===== config.mk =====
export PLATFORM = sky130hd
export DESIGN_NAME = eiss_top
export DESIGN_NICKNAME = d
export VERILOG_FILES = /design/src/rtl/eiss_evsync.v /design/src/rtl/eiss_ramp.v /design/src/rtl/eiss_top.v
export VERILOG_INCLUDE_DIRS = /design/src /design/src/rtl
export SDC_FILE = /design/constraint.sdc
export NUM_CORES = 1
export LEC_CHECK = 0
export ABC_AREA = 1
export BUFFER_PORTS_ARGS = -buffer_cell sky130_fd_sc_hd__buf_2
export CORE_ASPECT_RATIO = 1.1
export CORE_MARGIN = 2
export CORE_UTILIZATION = 55
export CTS_BUF_LIST = sky130_fd_sc_hd__clkbuf_16
export DETAILED_ROUTE_END_ITERATION = 6
export PLACE_DENSITY = 0.73
export SETUP_SLACK_MARGIN = 0.02
export SYNTH_ARGS = -nofsm -noshare
export SYNTH_HDL_FRONTEND = slang
export SYNTH_SLANG_ARGS = --single-unit

===== constraint.sdc =====
create_clock -name clk_i -period 14.15 [get_ports clk_i]
set_input_delay 3.5375 -clock clk_i [delete_from_list [all_inputs] [get_ports clk_i]]
set_output_delay 3.5375 -clock clk_i [all_outputs]
set_load 0.005 [all_outputs]

===== src/rtl/eiss_map.vh =====
// Register offsets, field positions, codes and timing figures of the event input block.
`ifndef EISS_MAP_VH
`define EISS_MAP_VH
// Data and address widths of the register port.
`define EISS_DW 16
`define EISS_AW 4
// Register offsets.
`define EISS_A_CFG 4'h0
`define EISS_A_SP1 4'h1
`define EISS_A_SP2 4'h2
`define EISS_A_RAMP 4'h3
`define EISS_A_DWELL 4'h4
`define EISS_A_PB1 4'h5
`define EISS_A_TI1 4'h6
`define EISS_A_TD1 4'h7
`define EISS_A_PB2 4'h8
`define EISS_A_TI2 4'h9
`define EISS_A_TD2 4'ha
`define EISS_A_STAT 4'hb
`define EISS_A_WSP 4'hc
// Configuration fields.
`define EISS_F_EFS 3:0
`define EISS_F_MODE 5:4
`define EISS_B_FMT 6
`define EISS_B_A1T 7
`define EISS_B_A2T 8
// Event function codes.
`define EISS_FN_NONE 4'h0
`define EISS_FN_SP2 4'h1
`define EISS_FN_TUNING_BANK_SWAP 4'h2
`define EISS_FN_SPP2 4'h3
`define EISS_FN_RSA1 4'h4
`define EISS_FN_RSA2 4'h5
`define EISS_FN_RSA12 4'h6
`define EISS_FN_DO1 4'h7
`define EISS_FN_DO2 4'h8
`define EISS_FN_DO12 4'h9
`define EISS_FN_LOCK 4'ha
// Set point source modes.
`define EISS_MD_PAIR 2'h0
`define EISS_MD_MIN 2'h1
`define EISS_MD_HR 2'h2
// Reset values.
`define EISS_RST_VAL 16'h0000
// Timing: base tick in seconds, clock in MHz, debounce in microseconds.
`define EISS_TICK_S 1
`define EISS_CLK_MHZ 250
`define EISS_DEB_US 1000
`define EISS_SUB_LAST 6'h3b
`endif


===== src/rtl/eiss_evsync.v =====
// Event input synchroniser and debouncer.
`timescale 1ns/1ps
`default_nettype none
module eiss_evsync #(
  parameter DEB_CYCLES = 250000
) (
  input  wire clk_i,
  input  wire resetn_i,
  input  wire evt_i,
  output wire level_o
);
  // Two flip-flop synchroniser; only sync_q reads meta_q.
  reg        meta_q;
  reg        sync_q;
  reg        level_q;  // Debounced level.
  reg [31:0] cnt_q;    // Stability counter.

  // A change must hold for DEB_CYCLES before it is accepted, so contact bounce never toggles the function.
  always @(posedge clk_i) begin
    if (!resetn_i) begin
      meta_q  <= 1'b0;
      sync_q  <= 1'b0;
      level_q <= 1'b0;
      cnt_q   <= 32'h0;
    end else begin
      meta_q <= evt_i;
      sync_q <= meta_q;
      if (sync_q == level_q) begin
        cnt_q <= 32'h0;
      end else if (cnt_q >= DEB_CYCLES - 1) begin
        level_q <= sync_q;
        cnt_q   <= 32'h0;
      end else begin
        cnt_q <= cnt_q + 32'h1;
      end
    end
  end

  assign level_o = level_q;
endmodule // eiss_evsync
`default_nettype wire


===== src/rtl/eiss_ramp.v =====
// Set point ramp generator stepping toward the target.
`timescale 1ns/1ps
`default_nettype none
module eiss_ramp (
  input  wire        clk_i,
  input  wire        resetn_i,
  input  wire        en_i,
  input  wire        load_i,
  input  wire        tick_i,
  input  wire [15:0] target_i,
  input  wire [15:0] pv_i,
  input  wire [15:0] rate_i,
  output wire [15:0] work_o
);
  reg  [15:0] work_q;  // Current ramping value.
  wire [16:0] up  = {1'b0, work_q} + {1'b0, rate_i};
  wire [16:0] gap_up = {1'b0, target_i} - {1'b0, work_q};
  wire [16:0] gap_dn = {1'b0, work_q} - {1'b0, target_i};

  // Rate zero or ramp off passes the target straight through.
  always @(posedge clk_i) begin
    if (!resetn_i) begin
      work_q <= 16'h0000;
    end else if (!en_i || rate_i == 16'h0000) begin
      work_q <= target_i;
    end else if (load_i) begin
      work_q <= pv_i;
    end else if (tick_i) begin
      // Clamp at the target so the last step never overshoots.
      if (work_q < target_i) begin
        work_q <= (gap_up <= {1'b0, rate_i}) ? target_i : up[15:0];
      end else if (work_q > target_i) begin
        work_q <= (gap_dn <= {1'b0, rate_i}) ? target_i : work_q - rate_i;
      end
    end
  end

  assign work_o = work_q;
endmodule // eiss_ramp
`default_nettype wire


===== src/rtl/eiss_top.v =====
// Event input function select, set point and tuning bank selection, ramp and dwell timer.
//
// Summary of operation
// - Four-bit function code selects eleven behaviours.
// - Code zero: first bank, input ignored.
// - Code one: second set point while active.
// - Code two: second tuning set while active.
// - Code three: set point and tuning swap together.
// - Tuning results go to the selected bank.
// - Codes four, five reset one alarm each.
// - Code six resets both alarms.
// - Code seven zeroes output one demand.
// - Code eight zeroes output two demand.
// - Code nine zeroes both demands at once.
// - Outputs resume control on input release.
// - Code ten blocks all register writes.
// - Offset format adds first and second set points.
// - Second set point only in pair/ramp modes.
// - Ramp modes ramp on set point and rate changes.
// - Ramp restarts from process value on change.
// - Zero rate applies the set point at once.
// - Timer counts from set point reach, then alarms.
// - Dwell change never restarts the running count.
// - Timer alarm holds until alarm reset event.
// - Timer on both alarms is refused, flagged.
//
// The implementer's own choices: the strobed register port and the register addresses.
`timescale 1ns/1ps
`default_nettype none
`include "eiss_map.vh"
module eiss_top #(
  parameter TICK_CYCLES = `EISS_TICK_S * `EISS_CLK_MHZ * 1000000,
  parameter DEB_CYCLES  = `EISS_DEB_US * `EISS_CLK_MHZ
) (
  input  wire        clk_i,
  input  wire        resetn_i,
  // Register port.
  input  wire [3:0]  addr_i,
  input  wire [15:0] wdata_i,
  input  wire        wr_i,
  input  wire        rd_i,
  output wire [15:0] rdata_o,
  // Event input pin.
  input  wire        event_pin_i,
  // Process value and control stage.
  input  wire [15:0] pv_i,
  input  wire [15:0] out1_demand_i,
  input  wire [15:0] out2_demand_i,
  input  wire        alarm1_cond_i,
  input  wire        alarm2_cond_i,
  // Auto-tune / self-tune result strobe.
  input  wire        tune_wr_i,
  input  wire [15:0] tune_band_i,
  input  wire [15:0] tune_int_i,
  input  wire [15:0] tune_der_i,
  // Selected values toward the control stage.
  output wire [15:0] setpoint_o,
  output wire [15:0] band_o,
  output wire [15:0] integral_o,
  output wire [15:0] derivative_o,
  output wire [15:0] out1_demand_o,
  output wire [15:0] out2_demand_o,
  output wire        alarm1_o,
  output wire        alarm2_o,
  output wire        param_lock_o,
  output wire        cfg_error_o
);
  // ****************
  // Registers
  // ****************
  reg [15:0] cfg_q;       // Function, mode, format, timer bits.
  reg [15:0] sp1_q;       // First set point.
  reg [15:0] sp2_q;       // Second set point.
  reg [15:0] rate_q;      // Ramp rate per minute or hour.
  reg [15:0] dwell_q;     // Dwell time in minutes.
  reg [15:0] bank_q [0:5]; // Tuning banks: first three, second three.
  reg        err_q;       // Last configuration write refused.
  reg [15:0] rdata_q;     // Read data, one cycle after the strobe.

  // ****************
  // Decoded configuration
  // ****************
  wire [3:0] efs  = cfg_q[`EISS_F_EFS];
  wire [1:0] mode = cfg_q[`EISS_F_MODE];
  wire       fmt  = cfg_q[`EISS_B_FMT];
  wire       a1t  = cfg_q[`EISS_B_A1T];
  wire       a2t  = cfg_q[`EISS_B_A2T];

  // ****************
  // Event input
  // ****************
  wire ev;  // Debounced, level-sensitive event.

  // The pin is asynchronous; it is synchronised and debounced first.
  eiss_evsync #(
    .DEB_CYCLES (DEB_CYCLES)
  ) u_sync (
    .clk_i    (clk_i),
    .resetn_i (resetn_i),
    .evt_i    (event_pin_i),
    .level_o  (ev)
  );

  // Function decode; every effect lasts only while the event is active.
  wire sp2_fn  = (efs == `EISS_FN_SP2) || (efs == `EISS_FN_SPP2);
  wire pid_fn  = (efs == `EISS_FN_TUNING_BANK_SWAP) || (efs == `EISS_FN_SPP2);
  wire rs1_fn  = (efs == `EISS_FN_RSA1) || (efs == `EISS_FN_RSA12);
  wire rs2_fn  = (efs == `EISS_FN_RSA2) || (efs == `EISS_FN_RSA12);
  wire do1_fn  = (efs == `EISS_FN_DO1) || (efs == `EISS_FN_DO12);
  wire do2_fn  = (efs == `EISS_FN_DO2) || (efs == `EISS_FN_DO12);
  wire lock_fn = (efs == `EISS_FN_LOCK);

  // Remote mode has no second set point, so the swap is gated by mode.
  wire mode_ok = (mode == `EISS_MD_PAIR) || (mode == `EISS_MD_MIN) ||
                 (mode == `EISS_MD_HR);
  wire use_sp2 = ev && sp2_fn && mode_ok;
  wire use_b2  = ev && pid_fn;
  wire rst1    = ev && rs1_fn;
  wire rst2    = ev && rs2_fn;
  wire dis1    = ev && do1_fn;
  wire dis2    = ev && do2_fn;
  wire locked  = ev && lock_fn;

  // ****************
  // Set point selection
  // ****************
  // Offset format sums both set points; the carry is dropped.
  wire [16:0] sp_sum = {1'b0, sp1_q} + {1'b0, sp2_q};
  wire [15:0] sp2_eff = fmt ? sp_sum[15:0] : sp2_q;
  wire [15:0] target = use_sp2 ? sp2_eff : sp1_q;

  // ****************
  // Minute and hour ticks
  // ****************
  reg [31:0] cyc_q;   // Cycles within a second.
  reg [5:0]  sec_q;   // Seconds within a minute.
  reg [5:0]  min_q;   // Minutes within an hour.
  wire sec_tick = (cyc_q >= TICK_CYCLES - 1);
  wire min_tick = sec_tick && (sec_q == `EISS_SUB_LAST);
  wire hr_tick  = min_tick && (min_q == `EISS_SUB_LAST);

  // Free-running time base shared by ramp and dwell timer.
  always @(posedge clk_i) begin
    if (!resetn_i) begin
      cyc_q <= 32'h0;
      sec_q <= 6'h00;
      min_q <= 6'h00;
    end else begin
      cyc_q <= sec_tick ? 32'h0 : cyc_q + 32'h1;
      if (sec_tick) begin
        sec_q <= (sec_q == `EISS_SUB_LAST) ? 6'h00 : sec_q + 6'h01;
      end
      if (min_tick) begin
        min_q <= (min_q == `EISS_SUB_LAST) ? 6'h00 : min_q + 6'h01;
      end
    end
  end

  // ****************
  // Ramp
  // ****************
  reg        init_q;     // High for the first cycle after reset.
  reg [15:0] tgt_prev_q; // Target seen last cycle.
  reg [15:0] rate_prev_q; // Rate seen last cycle.
  wire       ramp_en = (mode == `EISS_MD_MIN) || (mode == `EISS_MD_HR);
  wire       ramp_tick = (mode == `EISS_MD_HR) ? hr_tick : min_tick;
  // Any change of set point or rate restarts the ramp; at power-up the reset mode and zero rate leave ramping off.
  wire       ramp_load = init_q || (tgt_prev_q != target) ||
                         (rate_prev_q != rate_q);
  wire [15:0] work;

  // Change detection history.
  always @(posedge clk_i) begin
    if (!resetn_i) begin
      init_q      <= 1'b1;
      tgt_prev_q  <= `EISS_RST_VAL;
      rate_prev_q <= `EISS_RST_VAL;
    end else begin
      init_q      <= 1'b0;
      tgt_prev_q  <= target;
      rate_prev_q <= rate_q;
    end
  end

  eiss_ramp u_ramp (
    .clk_i    (clk_i),
    .resetn_i (resetn_i),
    .en_i     (ramp_en),
    .load_i   (ramp_load),
    .tick_i   (ramp_tick),
    .target_i (target),
    .pv_i     (pv_i),
    .rate_i   (rate_q),
    .work_o   (work)
  );

  // ****************
  // Dwell timer
  // ****************
  reg        run_q;   // Counting since the set point was reached.
  reg        done_q;  // Timed out, held until an alarm reset.
  reg [15:0] tcnt_q;  // Elapsed minutes.
  wire       tmr_en  = a1t || a2t;
  // The reset of whichever channel carries the timer clears it.
  wire       tmr_rst = (a1t && rst1) || (a2t && rst2);

  // The count compares against the live dwell value, so edits never restart it.
  always @(posedge clk_i) begin
    if (!resetn_i) begin
      run_q  <= 1'b0;
      done_q <= 1'b0;
      tcnt_q <= 16'h0000;
    end else if (!tmr_en || tmr_rst) begin
      run_q  <= 1'b0;
      done_q <= 1'b0;
      tcnt_q <= 16'h0000;
    end else if (!run_q && !done_q) begin
      if (pv_i >= target) begin
        run_q <= 1'b1;
      end
    end else if (run_q) begin
      if (tcnt_q >= dwell_q) begin
        run_q  <= 1'b0;
        done_q <= 1'b1;
      end else if (min_tick) begin
        tcnt_q <= tcnt_q + 16'h0001;
      end
    end
  end

  // ****************
  // Alarms
  // ****************
  reg al1_q;  // Alarm one output.
  reg al2_q;  // Alarm two output.

  // A held reset keeps the alarm low; a persisting condition sets it on release.
  always @(posedge clk_i) begin
    if (!resetn_i) begin
      al1_q <= 1'b0;
      al2_q <= 1'b0;
    end else begin
      if (a1t) begin
        al1_q <= done_q;
      end else begin
        al1_q <= !rst1 && (al1_q || alarm1_cond_i);
      end
      if (a2t) begin
        al2_q <= done_q;
      end else begin
        al2_q <= !rst2 && (al2_q || alarm2_cond_i);
      end
    end
  end

  // ****************
  // Outputs toward the control stage
  // ****************
  reg [15:0] sp_q;    // Working set point.
  reg [15:0] pb_q;    // Active band.
  reg [15:0] ti_q;    // Active integral time.
  reg [15:0] td_q;    // Active derivative time.
  reg [15:0] o1_q;    // Output one demand.
  reg [15:0] o2_q;    // Output two demand.
  reg        lock_q;  // Parameters locked.

  // Demands are forced to zero only while the event holds.
  always @(posedge clk_i) begin
    if (!resetn_i) begin
      sp_q   <= `EISS_RST_VAL;
      pb_q   <= `EISS_RST_VAL;
      ti_q   <= `EISS_RST_VAL;
      td_q   <= `EISS_RST_VAL;
      o1_q   <= `EISS_RST_VAL;
      o2_q   <= `EISS_RST_VAL;
      lock_q <= 1'b0;
    end else begin
      sp_q   <= work;
      pb_q   <= use_b2 ? bank_q[3] : bank_q[0];
      ti_q   <= use_b2 ? bank_q[4] : bank_q[1];
      td_q   <= use_b2 ? bank_q[5] : bank_q[2];
      o1_q   <= dis1 ? `EISS_RST_VAL : out1_demand_i;
      o2_q   <= dis2 ? `EISS_RST_VAL : out2_demand_i;
      lock_q <= locked;
    end
  end

  // ****************
  // Register writes
  // ****************
  // Writes are taken only while no lock applies.
  wire wr_ok  = wr_i && !locked;
  wire bad_tm = wdata_i[`EISS_B_A1T] && wdata_i[`EISS_B_A2T];

  // Configuration and set point registers.
  always @(posedge clk_i) begin
    if (!resetn_i) begin
      cfg_q   <= `EISS_RST_VAL;
      sp1_q   <= `EISS_RST_VAL;
      sp2_q   <= `EISS_RST_VAL;
      rate_q  <= `EISS_RST_VAL;
      dwell_q <= `EISS_RST_VAL;
      err_q   <= 1'b0;
    end else if (wr_ok) begin
      case (addr_i)
        `EISS_A_CFG: begin
          // A timer on both channels is refused and flagged.
          if (bad_tm) begin
            err_q <= 1'b1;
          end else begin
            cfg_q <= wdata_i;
            err_q <= 1'b0;
          end
        end
        `EISS_A_SP1:   sp1_q   <= wdata_i;
        `EISS_A_SP2:   sp2_q   <= wdata_i;
        `EISS_A_RAMP:  rate_q  <= wdata_i;
        `EISS_A_DWELL: dwell_q <= wdata_i;
        default: begin
          // Bank and read-only offsets are handled elsewhere.
        end
      endcase
    end
  end

  // Tuning banks: tuning results beat a software write in the same cycle.
  genvar g;
  generate
    for (g = 0; g < 6; g = g + 1) begin : g_bank
      wire hi   = (g >= 3);
      wire tsel = tune_wr_i && (hi == use_b2);
      wire swr  = wr_ok && (addr_i == `EISS_A_PB1 + g[3:0]);
      wire [15:0] tval = (g % 3 == 0) ? tune_band_i :
                         (g % 3 == 1) ? tune_int_i : tune_der_i;
      always @(posedge clk_i) begin
        if (!resetn_i) begin
          bank_q[g] <= `EISS_RST_VAL;
        end else if (tsel) begin
          bank_q[g] <= tval;
        end else if (swr) begin
          bank_q[g] <= wdata_i;
        end
      end
    end
  endgenerate

  // ****************
  // Register reads
  // ****************
  wire [15:0] stat = {7'h00, done_q, run_q, al2_q, al1_q, err_q,
                      locked, use_b2, use_sp2, ev};
  reg  [15:0] rmux;  // Selected read value.

  // Unmapped offsets read as zero.
  always @* begin
    rmux = 16'h0000;
    case (addr_i)
      `EISS_A_CFG:   rmux = cfg_q;
      `EISS_A_SP1:   rmux = sp1_q;
      `EISS_A_SP2:   rmux = sp2_q;
      `EISS_A_RAMP:  rmux = rate_q;
      `EISS_A_DWELL: rmux = dwell_q;
      `EISS_A_PB1:   rmux = bank_q[0];
      `EISS_A_TI1:   rmux = bank_q[1];
      `EISS_A_TD1:   rmux = bank_q[2];
      `EISS_A_PB2:   rmux = bank_q[3];
      `EISS_A_TI2:   rmux = bank_q[4];
      `EISS_A_TD2:   rmux = bank_q[5];
      `EISS_A_STAT:  rmux = stat;
      `EISS_A_WSP:   rmux = sp_q;
      default:       rmux = 16'h0000;
    endcase
  end

  // Read data stands for exactly the cycle after the strobe.
  always @(posedge clk_i) begin
    if (!resetn_i) begin
      rdata_q <= 16'h0000;
    end else begin
      rdata_q <= rd_i ? rmux : 16'h0000;
    end
  end

  // ****************
  // Output connections
  // ****************
  assign rdata_o       = rdata_q;
  assign setpoint_o    = sp_q;
  assign band_o        = pb_q;
  assign integral_o    = ti_q;
  assign derivative_o  = td_q;
  assign out1_demand_o = o1_q;
  assign out2_demand_o = o2_q;
  assign alarm1_o      = al1_q;
  assign alarm2_o      = al2_q;
  assign param_lock_o  = lock_q;
  assign cfg_error_o   = err_q;
endmodule // eiss_top
`default_nettype wire


Word level (Yosys, flattened, before mapping) --
Memory sizes are Yosys's and may differ from the RTL's. Cells that the tools add are included. Widths: inputs -> output; s select.
Word-level totals: flip-flop bits (word level) 342, bits in writable memories 96, input port bits 124, memories 1
Memory list:
- bank_q | depth 6, bits a word 16, rd ports 6, clocked after Yosys merged registers in 0, wr ports 6, line eiss_top.v:76 | reg [15:0] bank_q [0:5];
Operators by class: add/subtract/negate cells 10, $lt $le $gt $ge 8, eq/ne operators 30, muxes and demuxes 66, bitwise operators 18, reduce and logical (&&, ||, !) cells 70
Operators with widths (number):
- $mux 16 | 24
- $pmux 16 s13 | 1
- $add 32x1->32 const B | 2
- $mux 1 | 39
- $le 17x16->1 | 2
- $sub 16x16->17 | 2
- $add 16x16->16 | 2
- $eq 4x3->1 const B | 8
- $eq 4x4->1 const B | 8
- $ge 16x16->1 | 2
- $ge 32x18->1 const B | 1
- $ge 32x28->1 const B | 1
- $ne 16x16->1 | 2
- $logic_and 1x1->1 | 25
- $logic_or 1x1->1 | 17
- $add 16x1->16 const B | 1
- $eq 4x2->1 const B | 4
- $gt 16x16->1 | 1
- $logic_not 16->1 | 1
- $lt 16x16->1 | 1
- $reduce_and 2->1 | 8
- $sub 16x16->16 | 1
- $add 6x1->6 const B | 2
- $eq 6x6->1 const B | 2
- other kinds (17) | 45

Logic depth before layout (Yosys ltp) --
Gate-level depths: netlist of run 1.
word-level depth 13, mapped depth 42

Modules after synthesis --
Synthesis of run 1 repeated with hierarchy kept, for this count alone.
Second synthesis, totals: cell total of the unflattened synthesis 3410, area total of the unflattened synthesis 25127.8 µm²
By module, submodules not included:
- eiss_top | times used 1, cells an instance 2290, area an instance 18011.0 µm², sequential area each 8708.4 µm²
- eiss_ramp | times used 1, cells an instance 953, area an instance 5735.5 µm², sequential area each 320.3 µm²
- eiss_evsync | times used 1, cells an instance 167, area an instance 1381.3 µm², sequential area each 700.7 µm²

Worst setup path after synthesis of run 1 --
OpenSTA, ideal clock, no wires.
kind in2reg, from input port addr_i[3], to memory bank_q[5][0] (enable), setup time 372 ps, arrival time 4971 ps, data required time 13778 ps, path slack 8808 ps, stages 8, buffers on the path 2, cell sequence inv_1 > nor2_1 > inv_1 > nor2_1 > clkbuf_1 > nand2_1 > clkbuf_1 > nand2_1
RTL lines:
- start: declaration | line eiss_top.v:38 | input wire [3:0] addr_i,
- end: declaration | line eiss_top.v:76

Final worst setup path of run 1 --
from register cfg_q[6], to register u_ramp.work_q[7], in the netlist u_ramp.work_o[7]
Between the ends: word-level cells in the longest chain between the ends 10, elaborated cells between the ends (all ways) 21, those cells by class add/sub: 2; order compare: 4; eq/ne: 1; mux: 9; reduce/logical: 5
Ends and longest elaborated chain:
- start: declaration | line eiss_top.v:71 | reg [15:0] cfg_q;
- start signal: assignment | line eiss_top.v:298 | cfg_q <= `EISS_RST_VAL;
- start signal: assignment | line eiss_top.v:311 | cfg_q <= wdata_i;
- $mux 16 * | line eiss_top.v:129 | wire [15:0] sp2_eff = fmt ? sp_sum[15:0] : sp2_q;
- $mux 16 * | line eiss_top.v:130 | wire [15:0] target = use_sp2 ? sp2_eff : sp1_q;
- named net target[2] | line eiss_top.v:130
- $sub 16x16->17 | line eiss_ramp.v:18 | wire [16:0] gap_dn = {1'b0, work_q} - {1'b0, target_i};
- $le 17x16->1 | line eiss_ramp.v:33 | work_q <= (gap_dn <= {1'b0, rate_i}) ? target_i : work_q - rate_i;
- $mux 16 | line eiss_ramp.v:33
- $mux 16 | line eiss_ramp.v:32 | end else if (work_q > target_i) begin
- $mux 16 | line eiss_ramp.v:30 | if (work_q < target_i) begin
- $mux 16 | line eiss_ramp.v:28 | end else if (tick_i) begin
- $mux 16 | line eiss_ramp.v:26 | end else if (load_i) begin
- $mux 16 | line eiss_ramp.v:24 | end else if (!en_i || rate_i == 16'h0000) begin
- end signal: assignment | line eiss_ramp.v:25 | work_q <= target_i;
- end signal: assignment | line eiss_ramp.v:27 | work_q <= pv_i;
- end signal: assignment | line eiss_ramp.v:31 | work_q <= (gap_up <= {1'b0, rate_i}) ? target_i : up[15:0];
- end: declaration | line eiss_ramp.v:15 | reg [15:0] work_q;
The timed path passes the listed nets; every way through them passes the cells marked *. The select of a mux whose other input is x is not followed. A chain may end at the register's enable or synchronous reset.

==> results.tsv, run 1 <==
metric	value	unit
grt_pass1_wl	127000	um
yosys.area_share.simple	21.3	%
crit_type	flip-flop to flip-flop	
cts_htree_levels	2	
wl_per_cell	20.9	um
final_common_cell	nand2_1	
synth_top_family_by_area	simple AND/OR/NAND/NOR gates	
synth-edff-count	96	
cts_made_buffers	45	
cts_hold_buf	0	
synth_cell_types	70	
rsz0062_at_grt	no	
p_leak	12.7	nW
ir_drop	0.0000990	V
worstMarginPinSlew	1.10	ns
reg.largest.list	bank_q (96), cyc_q (32), u_sync.cnt_q (32)	
design_area	0.0271	mm2
hold_viol_final	0	
ys_warn_count	0	
final_core_util	62.6	%
drtPass1Iterations	6	
die_w	204	um
power_density	113	mW/mm2
area_growth_syn_to_layout	12.4	%
slew_violations	0	
drv_cap	0	
dp_hpwl	62800	um
yosysSeqAreaShare	40.3	%
finalClockSkew	0.0296	ns
largest_register_ffs	96	
min_from	u_sync.meta_q	
ys_async_sr_fraction	0	%
grt_max_degree	89	
synth_compound_area_share	17.1	%
post_cts_resized	0	
syn-cell-area	0.0242	mm2
critPathMaxStageDelay	0.73	ns
cp_slowest_cell	dfxtp_1	
grt_pass1_vias	22501	
path_common_cell	nand2_1	
initialDrtViolationCount	2498	
synth_top_area_share	28.3	%
endpoint_kind	flip-flop	
synthMuxAreaShare	0	%
coreArea	0.0433	mm2
min_period	6.38	ns
syn_avg_cell_area	7.60	um2
layout-drive-gt1-share	11.9	%
postSynthCellCount	3179	
setup_tns	0	ns
place_congestion	1.02	
synth_top_cell_by_area	dfxtp_1	
vias	23501	
synth_flop_cell	dfxtp_1	
synthAdderAreaFrac	7.87	%
clock_tree.root_cell	clkbuf_16	
grt-ovfl-total	0	
die_h	224	um
dpl_cell_area	0.0257	mm2
worstSetupStartpointType	flip-flop	
viasPerCell	5.89	
post-route-drc-count	0	
cts_setup_buffers	0	
cts_tree	done	
synthTopCellsByArea	dfxtp_1 (28%), edfxtp_1 (12%), nand2_1 (8.5%)	
cp_max_fo	22	
grt_usage	36.0	%
fmax	157	MHz
required	14.68	ns
holdCritPathClass	flip-flop to flip-flop	
crit_start	cfg_q[6]	
routed_wl	83300	um
dieArea	0.0456	mm2
ant_nets	0	
io_buffers	239	
cts_sinks	438	
initial_core_util	55.7	%
max_slew_margin	26.3	%
num-nets-final	3654	
worstSkewPairLatency	0.60	ns
cts.clk_slew.worst_paths	0.07	ns
rows	80	
clk_path_buf_depth	3	
top_register	bank_q	
synth_xor_area_share	3.23	%
antenna_found_initial	1	
setup_viol_count_final	0	
rr_startpoint	cfg_q[6]	
finalCritPeriodShare	45.1	%
final_cell_mix	nand2_1 (546), inv_1 (505), dfxtp_1 (342)	
ios	240	
arrival	6.91	ns
outcome	finished clean	
synth-seq-cells	438	
critical path: cells and delay by family, from the launching register on:
family | cells | cell delay (ns)
compound gates | 5 | 1.40
xor+xnor | 1 | 0.16
fa+ha+maj | 2 | 0.73
buf+inv | 5 | 1.30
flops | 1 | 0.73
simple gates | 21 | 1.96
through the flow:
stage	total power, mW	hold WS [ns]	instances	setup slack [ns]
CTS	3.06	0.451	3989	8.04
finish	3.07	0.435	3990	7.77
detailed placement	1.92	0.418	3908	7.42
global route	3.17	0.472	3990	7.42
global placement	1.91	0.427	3908	7.47
floorplan	1.74	0.390	3196	8.81
cells by family after synthesis:
logic type / Yosys count
compound gates: 710
xor+xnor: 89
fa+ha+maj: 149
buf+inv: 628
flops: 438
other cells: 1
simple gates: 1164
cell usage after synthesis (all sizes together) (70+ instances only):
cell      n
nand2   566
o21ai   208
dfxtp   342
edfxtp   96
o22ai   116
a21oi   260
clkbuf   96
xor2     70
inv     503
ha      144
nand3   154
nor2    292
layout make-up:
cell class              count  area [um2]
multi-input cells        2130       12000
diodes                      1        2.50
clock inverters            36         274
flip-flops and latches    438        9730
well taps                 574         718
repair buffers            260        1360
inverters                 506        1910
clock buffers              45        1130
fillers                  3910       16200
power breakdown:
part           switching [mW]  internal, mW
clock network           0.530         0.625
registers              0.0251          1.32
logic                   0.383         0.184
total                   0.938          2.13
path summary, 6_finish.rpt:
check | endpoint | slack (ns) | depth (start not counted)
min | u_sync.sync_q | 0.44 | 2
min reg2reg | u_sync.sync_q | 0.44 | 2
max reg2reg | u_ramp.work_o[7] | 7.77 | 34
max | u_ramp.work_o[7] | 7.77 | 34
metal layers:
metal | routed length (um) | GRT usage (%) | up-vias
met4 | 4940 | 19.8 | 0
met1 | 31700 | 44.0 | 10816
met5 | 0 | 0 | -
met2 | 38200 | 58.9 | 1395
met3 | 8380 | 7.71 | 330
li1 | - | - | 10960
(Power assumes the default switching activity.)
==> inputs of run 2 (changes only) <==
--- a/config.mk
+++ b/config.mk
@@ -6,14 +6,14 @@
 export SDC_FILE = /design/constraint.sdc
 export NUM_CORES = 1
 export LEC_CHECK = 0
-export ABC_AREA = 1
+export ABC_AREA = 0
 export BUFFER_PORTS_ARGS = -buffer_cell sky130_fd_sc_hd__buf_2
 export CORE_ASPECT_RATIO = 1.1
 export CORE_MARGIN = 2
-export CORE_UTILIZATION = 55
+export CORE_UTILIZATION = 54
 export CTS_BUF_LIST = sky130_fd_sc_hd__clkbuf_16
 export DETAILED_ROUTE_END_ITERATION = 6
-export PLACE_DENSITY = 0.73
+export PLACE_DENSITY = 0.75
 export SETUP_SLACK_MARGIN = 0.02
 export SYNTH_ARGS = -nofsm -noshare
 export SYNTH_HDL_FRONTEND = slang
==> constraint.sdc (replaced) <==
create_clock -name clk_i -period 5.7 [get_ports clk_i]
set_input_delay 1.425 -clock clk_i [delete_from_list [all_inputs] [get_ports clk_i]]
set_output_delay 1.425 -clock clk_i [all_outputs]
set_load 0.005 [all_outputs]
==> results.tsv, run 2 <==
metric	value	unit
synth_top_area_share	28.9	%
wl_met2	43400	um
clock_tree.root_cell	clkbuf_16	
rows	80	
cts_tree	done	
reg.largest.list	bank_q (96), cyc_q (32), u_sync.cnt_q (32)	
fmax	167	MHz
p_leak	12.3	nW
highest_layer	met5	
cp_max_fo	7	
layout-drive-gt1-share	24.2	%
min_from	cyc_q[0]	
r2r_slack	-0.28	ns
final_common_cell	nand2_1	
dpl_cell_area	0.0272	mm2
grt_pass1_vias	23484	
final_cell_mix	nand2_1 (376), dfxtp_1 (338), buf_4 (292)	
synth-seq-cells	438	
post-route-drc-count	43	
crit_start	sp2_q[0]	
wl_per_cell	25.6	um
holdCritPathClass	flip-flop to flip-flop	
design_area	0.0297	mm2
drtPass1Iterations	7	
ir_drop	0.000190	V
viasPerCell	6.44	
cts_made_buffers	44	
synth_top_cell_by_area	dfxtp_1	
crit_type	flip-flop to flip-flop	
setup_tns	-2.90	ns
initialDrtViolationCount	2917	
routed_wl	96600	um
endpoint_kind	flip-flop	
grt_usage	41.4	%
r2r_cells	30	
dp_slack	-0.559	ns
ant_nets	0	
cts_htree_levels	2	
min_to	cyc_q[0]	
synthTopCellsByArea	dfxtp_1 (29%), edfxtp_1 (12%), ha_1 (7.6%)	
io_buffers	239	
min_period	5.98	ns
vias	24296	
area_growth_syn_to_layout	25.2	%
synth_cell_types	102	
hold_viol_final	0	
setup_viol_count_final	16	
r2r_end	u_ramp.work_o[11]	
worstMarginPinSlew	1.42	ns
place_congestion	1.11	
clk_path_buf_depth	3	
cts.clk_slew.worst_paths	0.06	ns
max_slew_margin	4.77	%
drv_cap	0	
largest_register_ffs	96	
yosysSeqAreaShare	41.0	%
initial_core_util	54.7	%
finalCritPeriodShare	105	%
num-nets-final	3434	
m1WireLength	33400	um
met3_length	10800	um
ys_warn_count	0	
syn-cell-area	0.0237	mm2
dp_hpwl	71800	um
grt_max_degree	171	
dieArea	0.0456	mm2
yosysMostFrequentCell	nand2_1	
power_density	258	mW/mm2
rsz0062_at_grt	yes	
hold_depth	1	
dpl.cell_count	3650	
final_core_util	68.5	%
grt-ovfl-total	0	
synth_flop_cell	dfxtp_1	
cts_hold_buf	0	
rr_startpoint	sp2_q[0]	
synth_commonest_cells	nand2_1 (382), dfxtp_1 (342), a21oi_1 (227), nor2_1 (225), ha_1 (144)	
postSynthCellCount	2714	
die_h	224	um
failed_checks	design-rule violations, negative setup slack	
syn_avg_cell_area	8.74	um2
slew_violations	0	
finalClockSkew	0.0290	ns
die_w	204	um
required	6.15	ns
antenna_found_initial	7	
outcome	complete, but fails checks	
cts_sinks	438	
arrival	6.43	ns
ys_async_sr_fraction	0	%
stdcell_count	3775	
synth-edff-count	96	
worstSetupStartpointType	flip-flop	
top_register	bank_q	
worstSkewPairLatency	0.58	ns
ios	240	
cp_slowest_cell	o41ai_4	
critPathMaxStageDelay	0.39	ns
grt_pass1_wl	142000	um
coreArea	0.0433	mm2
path_common_cell	o21ai_1	
worst_slack	-0.280	ns
[run 2: cell types whose count changed in the layout (fill, tap and decap cells not counted), moves of 31 or more]
cell / change
buf_4: +270
o22ai_1: -107
nor2_1: -67
o21ai_0: -136
a21oi_1: -36
nand2b_1: +31
inv_1: -372
and2_1: +43
nand2_1: -170
nand3_1: -94
xnor2_1: +35
a22o_1: +127
[run 2: how the worst max path moves through the flow]
stage,end,slack (ns),cells past startpoint
final,u_ramp.work_o[11],-0.28,30
after global routing,u_ramp.work_o[5],-0.48,31
after CTS,u_ramp.work_o[3],-0.21,31
after detailed placement,u_ramp.work_o[3],-0.56,27
after global placement,u_ramp.work_o[3],-0.52,27
after floorplan,u_ramp.work_o[6],0.03,33
[run 2: area by class of cell]
class / count / area (um2)
inverters: 124 / 470
repair buffers: 544 / 3560
diodes: 4 / 10.0
multi-input cells: 2009 / 13700
well taps: 574 / 718
flip-flops and latches: 438 / 9740
clock buffers: 49 / 1230
clock inverters: 33 / 254
fillers: 3438 / 13600
[run 2: timing repair]
item / CTS / global route
endpoints found under the setup margin: 16 / 16
pin swaps: 74 / 68
gates resized for setup: 85 / 62
buffers inserted: 29 / 11
[run 2: report_power, final]
part / switching, mW / total [mW] / internal [mW] / leakage [nW]
registers: 0.0720 / 3.33 / 3.26 / 3.81
clock network: 1.28 / 2.97 / 1.69 / 0.771
logic: 0.744 / 1.35 / 0.605 / 7.74
total: 2.10 / 7.65 / 5.55 / 12.3
[run 2: routing by layer]
metal / global-route usage, % / vias to the layer above
met2: 66.6 / 1704
met4: 32.2 / 6
met5: 0 / -
met1: 47.4 / 11438
met3: 9.69 / 461
li1: - / 10687
[run 2: cell families (layout without fill, tap and decap cells)]
group	count (synthesis)	after routing	share of synthesized area [%]
adders and majority gates	149	149	8.02
muxes	16	16	0.691
other	1	22	0.0158
DFF	438	438	41.0
AOI/OAI and AO/OA	763	763	22.8
and+or+nand+nor	949	949	18.5
xor gates and xnor gates	114	114	4.27
buffers and inverters	284	750	4.66
[run 2: per-stage QoR]
| step | power (mW) | hold WS [ns] |
|---|---|---|
| after floorplan | 3.98 | 0.412 |
| after global placement | 4.45 | 0.443 |
| after detailed placement | 4.47 | 0.450 |
| after CTS | 7.51 | 0.461 |
| after global routing | 7.85 | 0.487 |
| final | 7.65 | 0.459 |
[run 2: critical path, delay by kind of cell (launching register included)]
family                     cells  cell delay [ns]
DFF                            1             0.36
adders and majority gates      4             0.93
xor gates and xnor gates       2             0.27
and+or+nand+nor                5             0.87
buffers and inverters          4             0.44
AOI/OAI and AO/OA             15             2.99
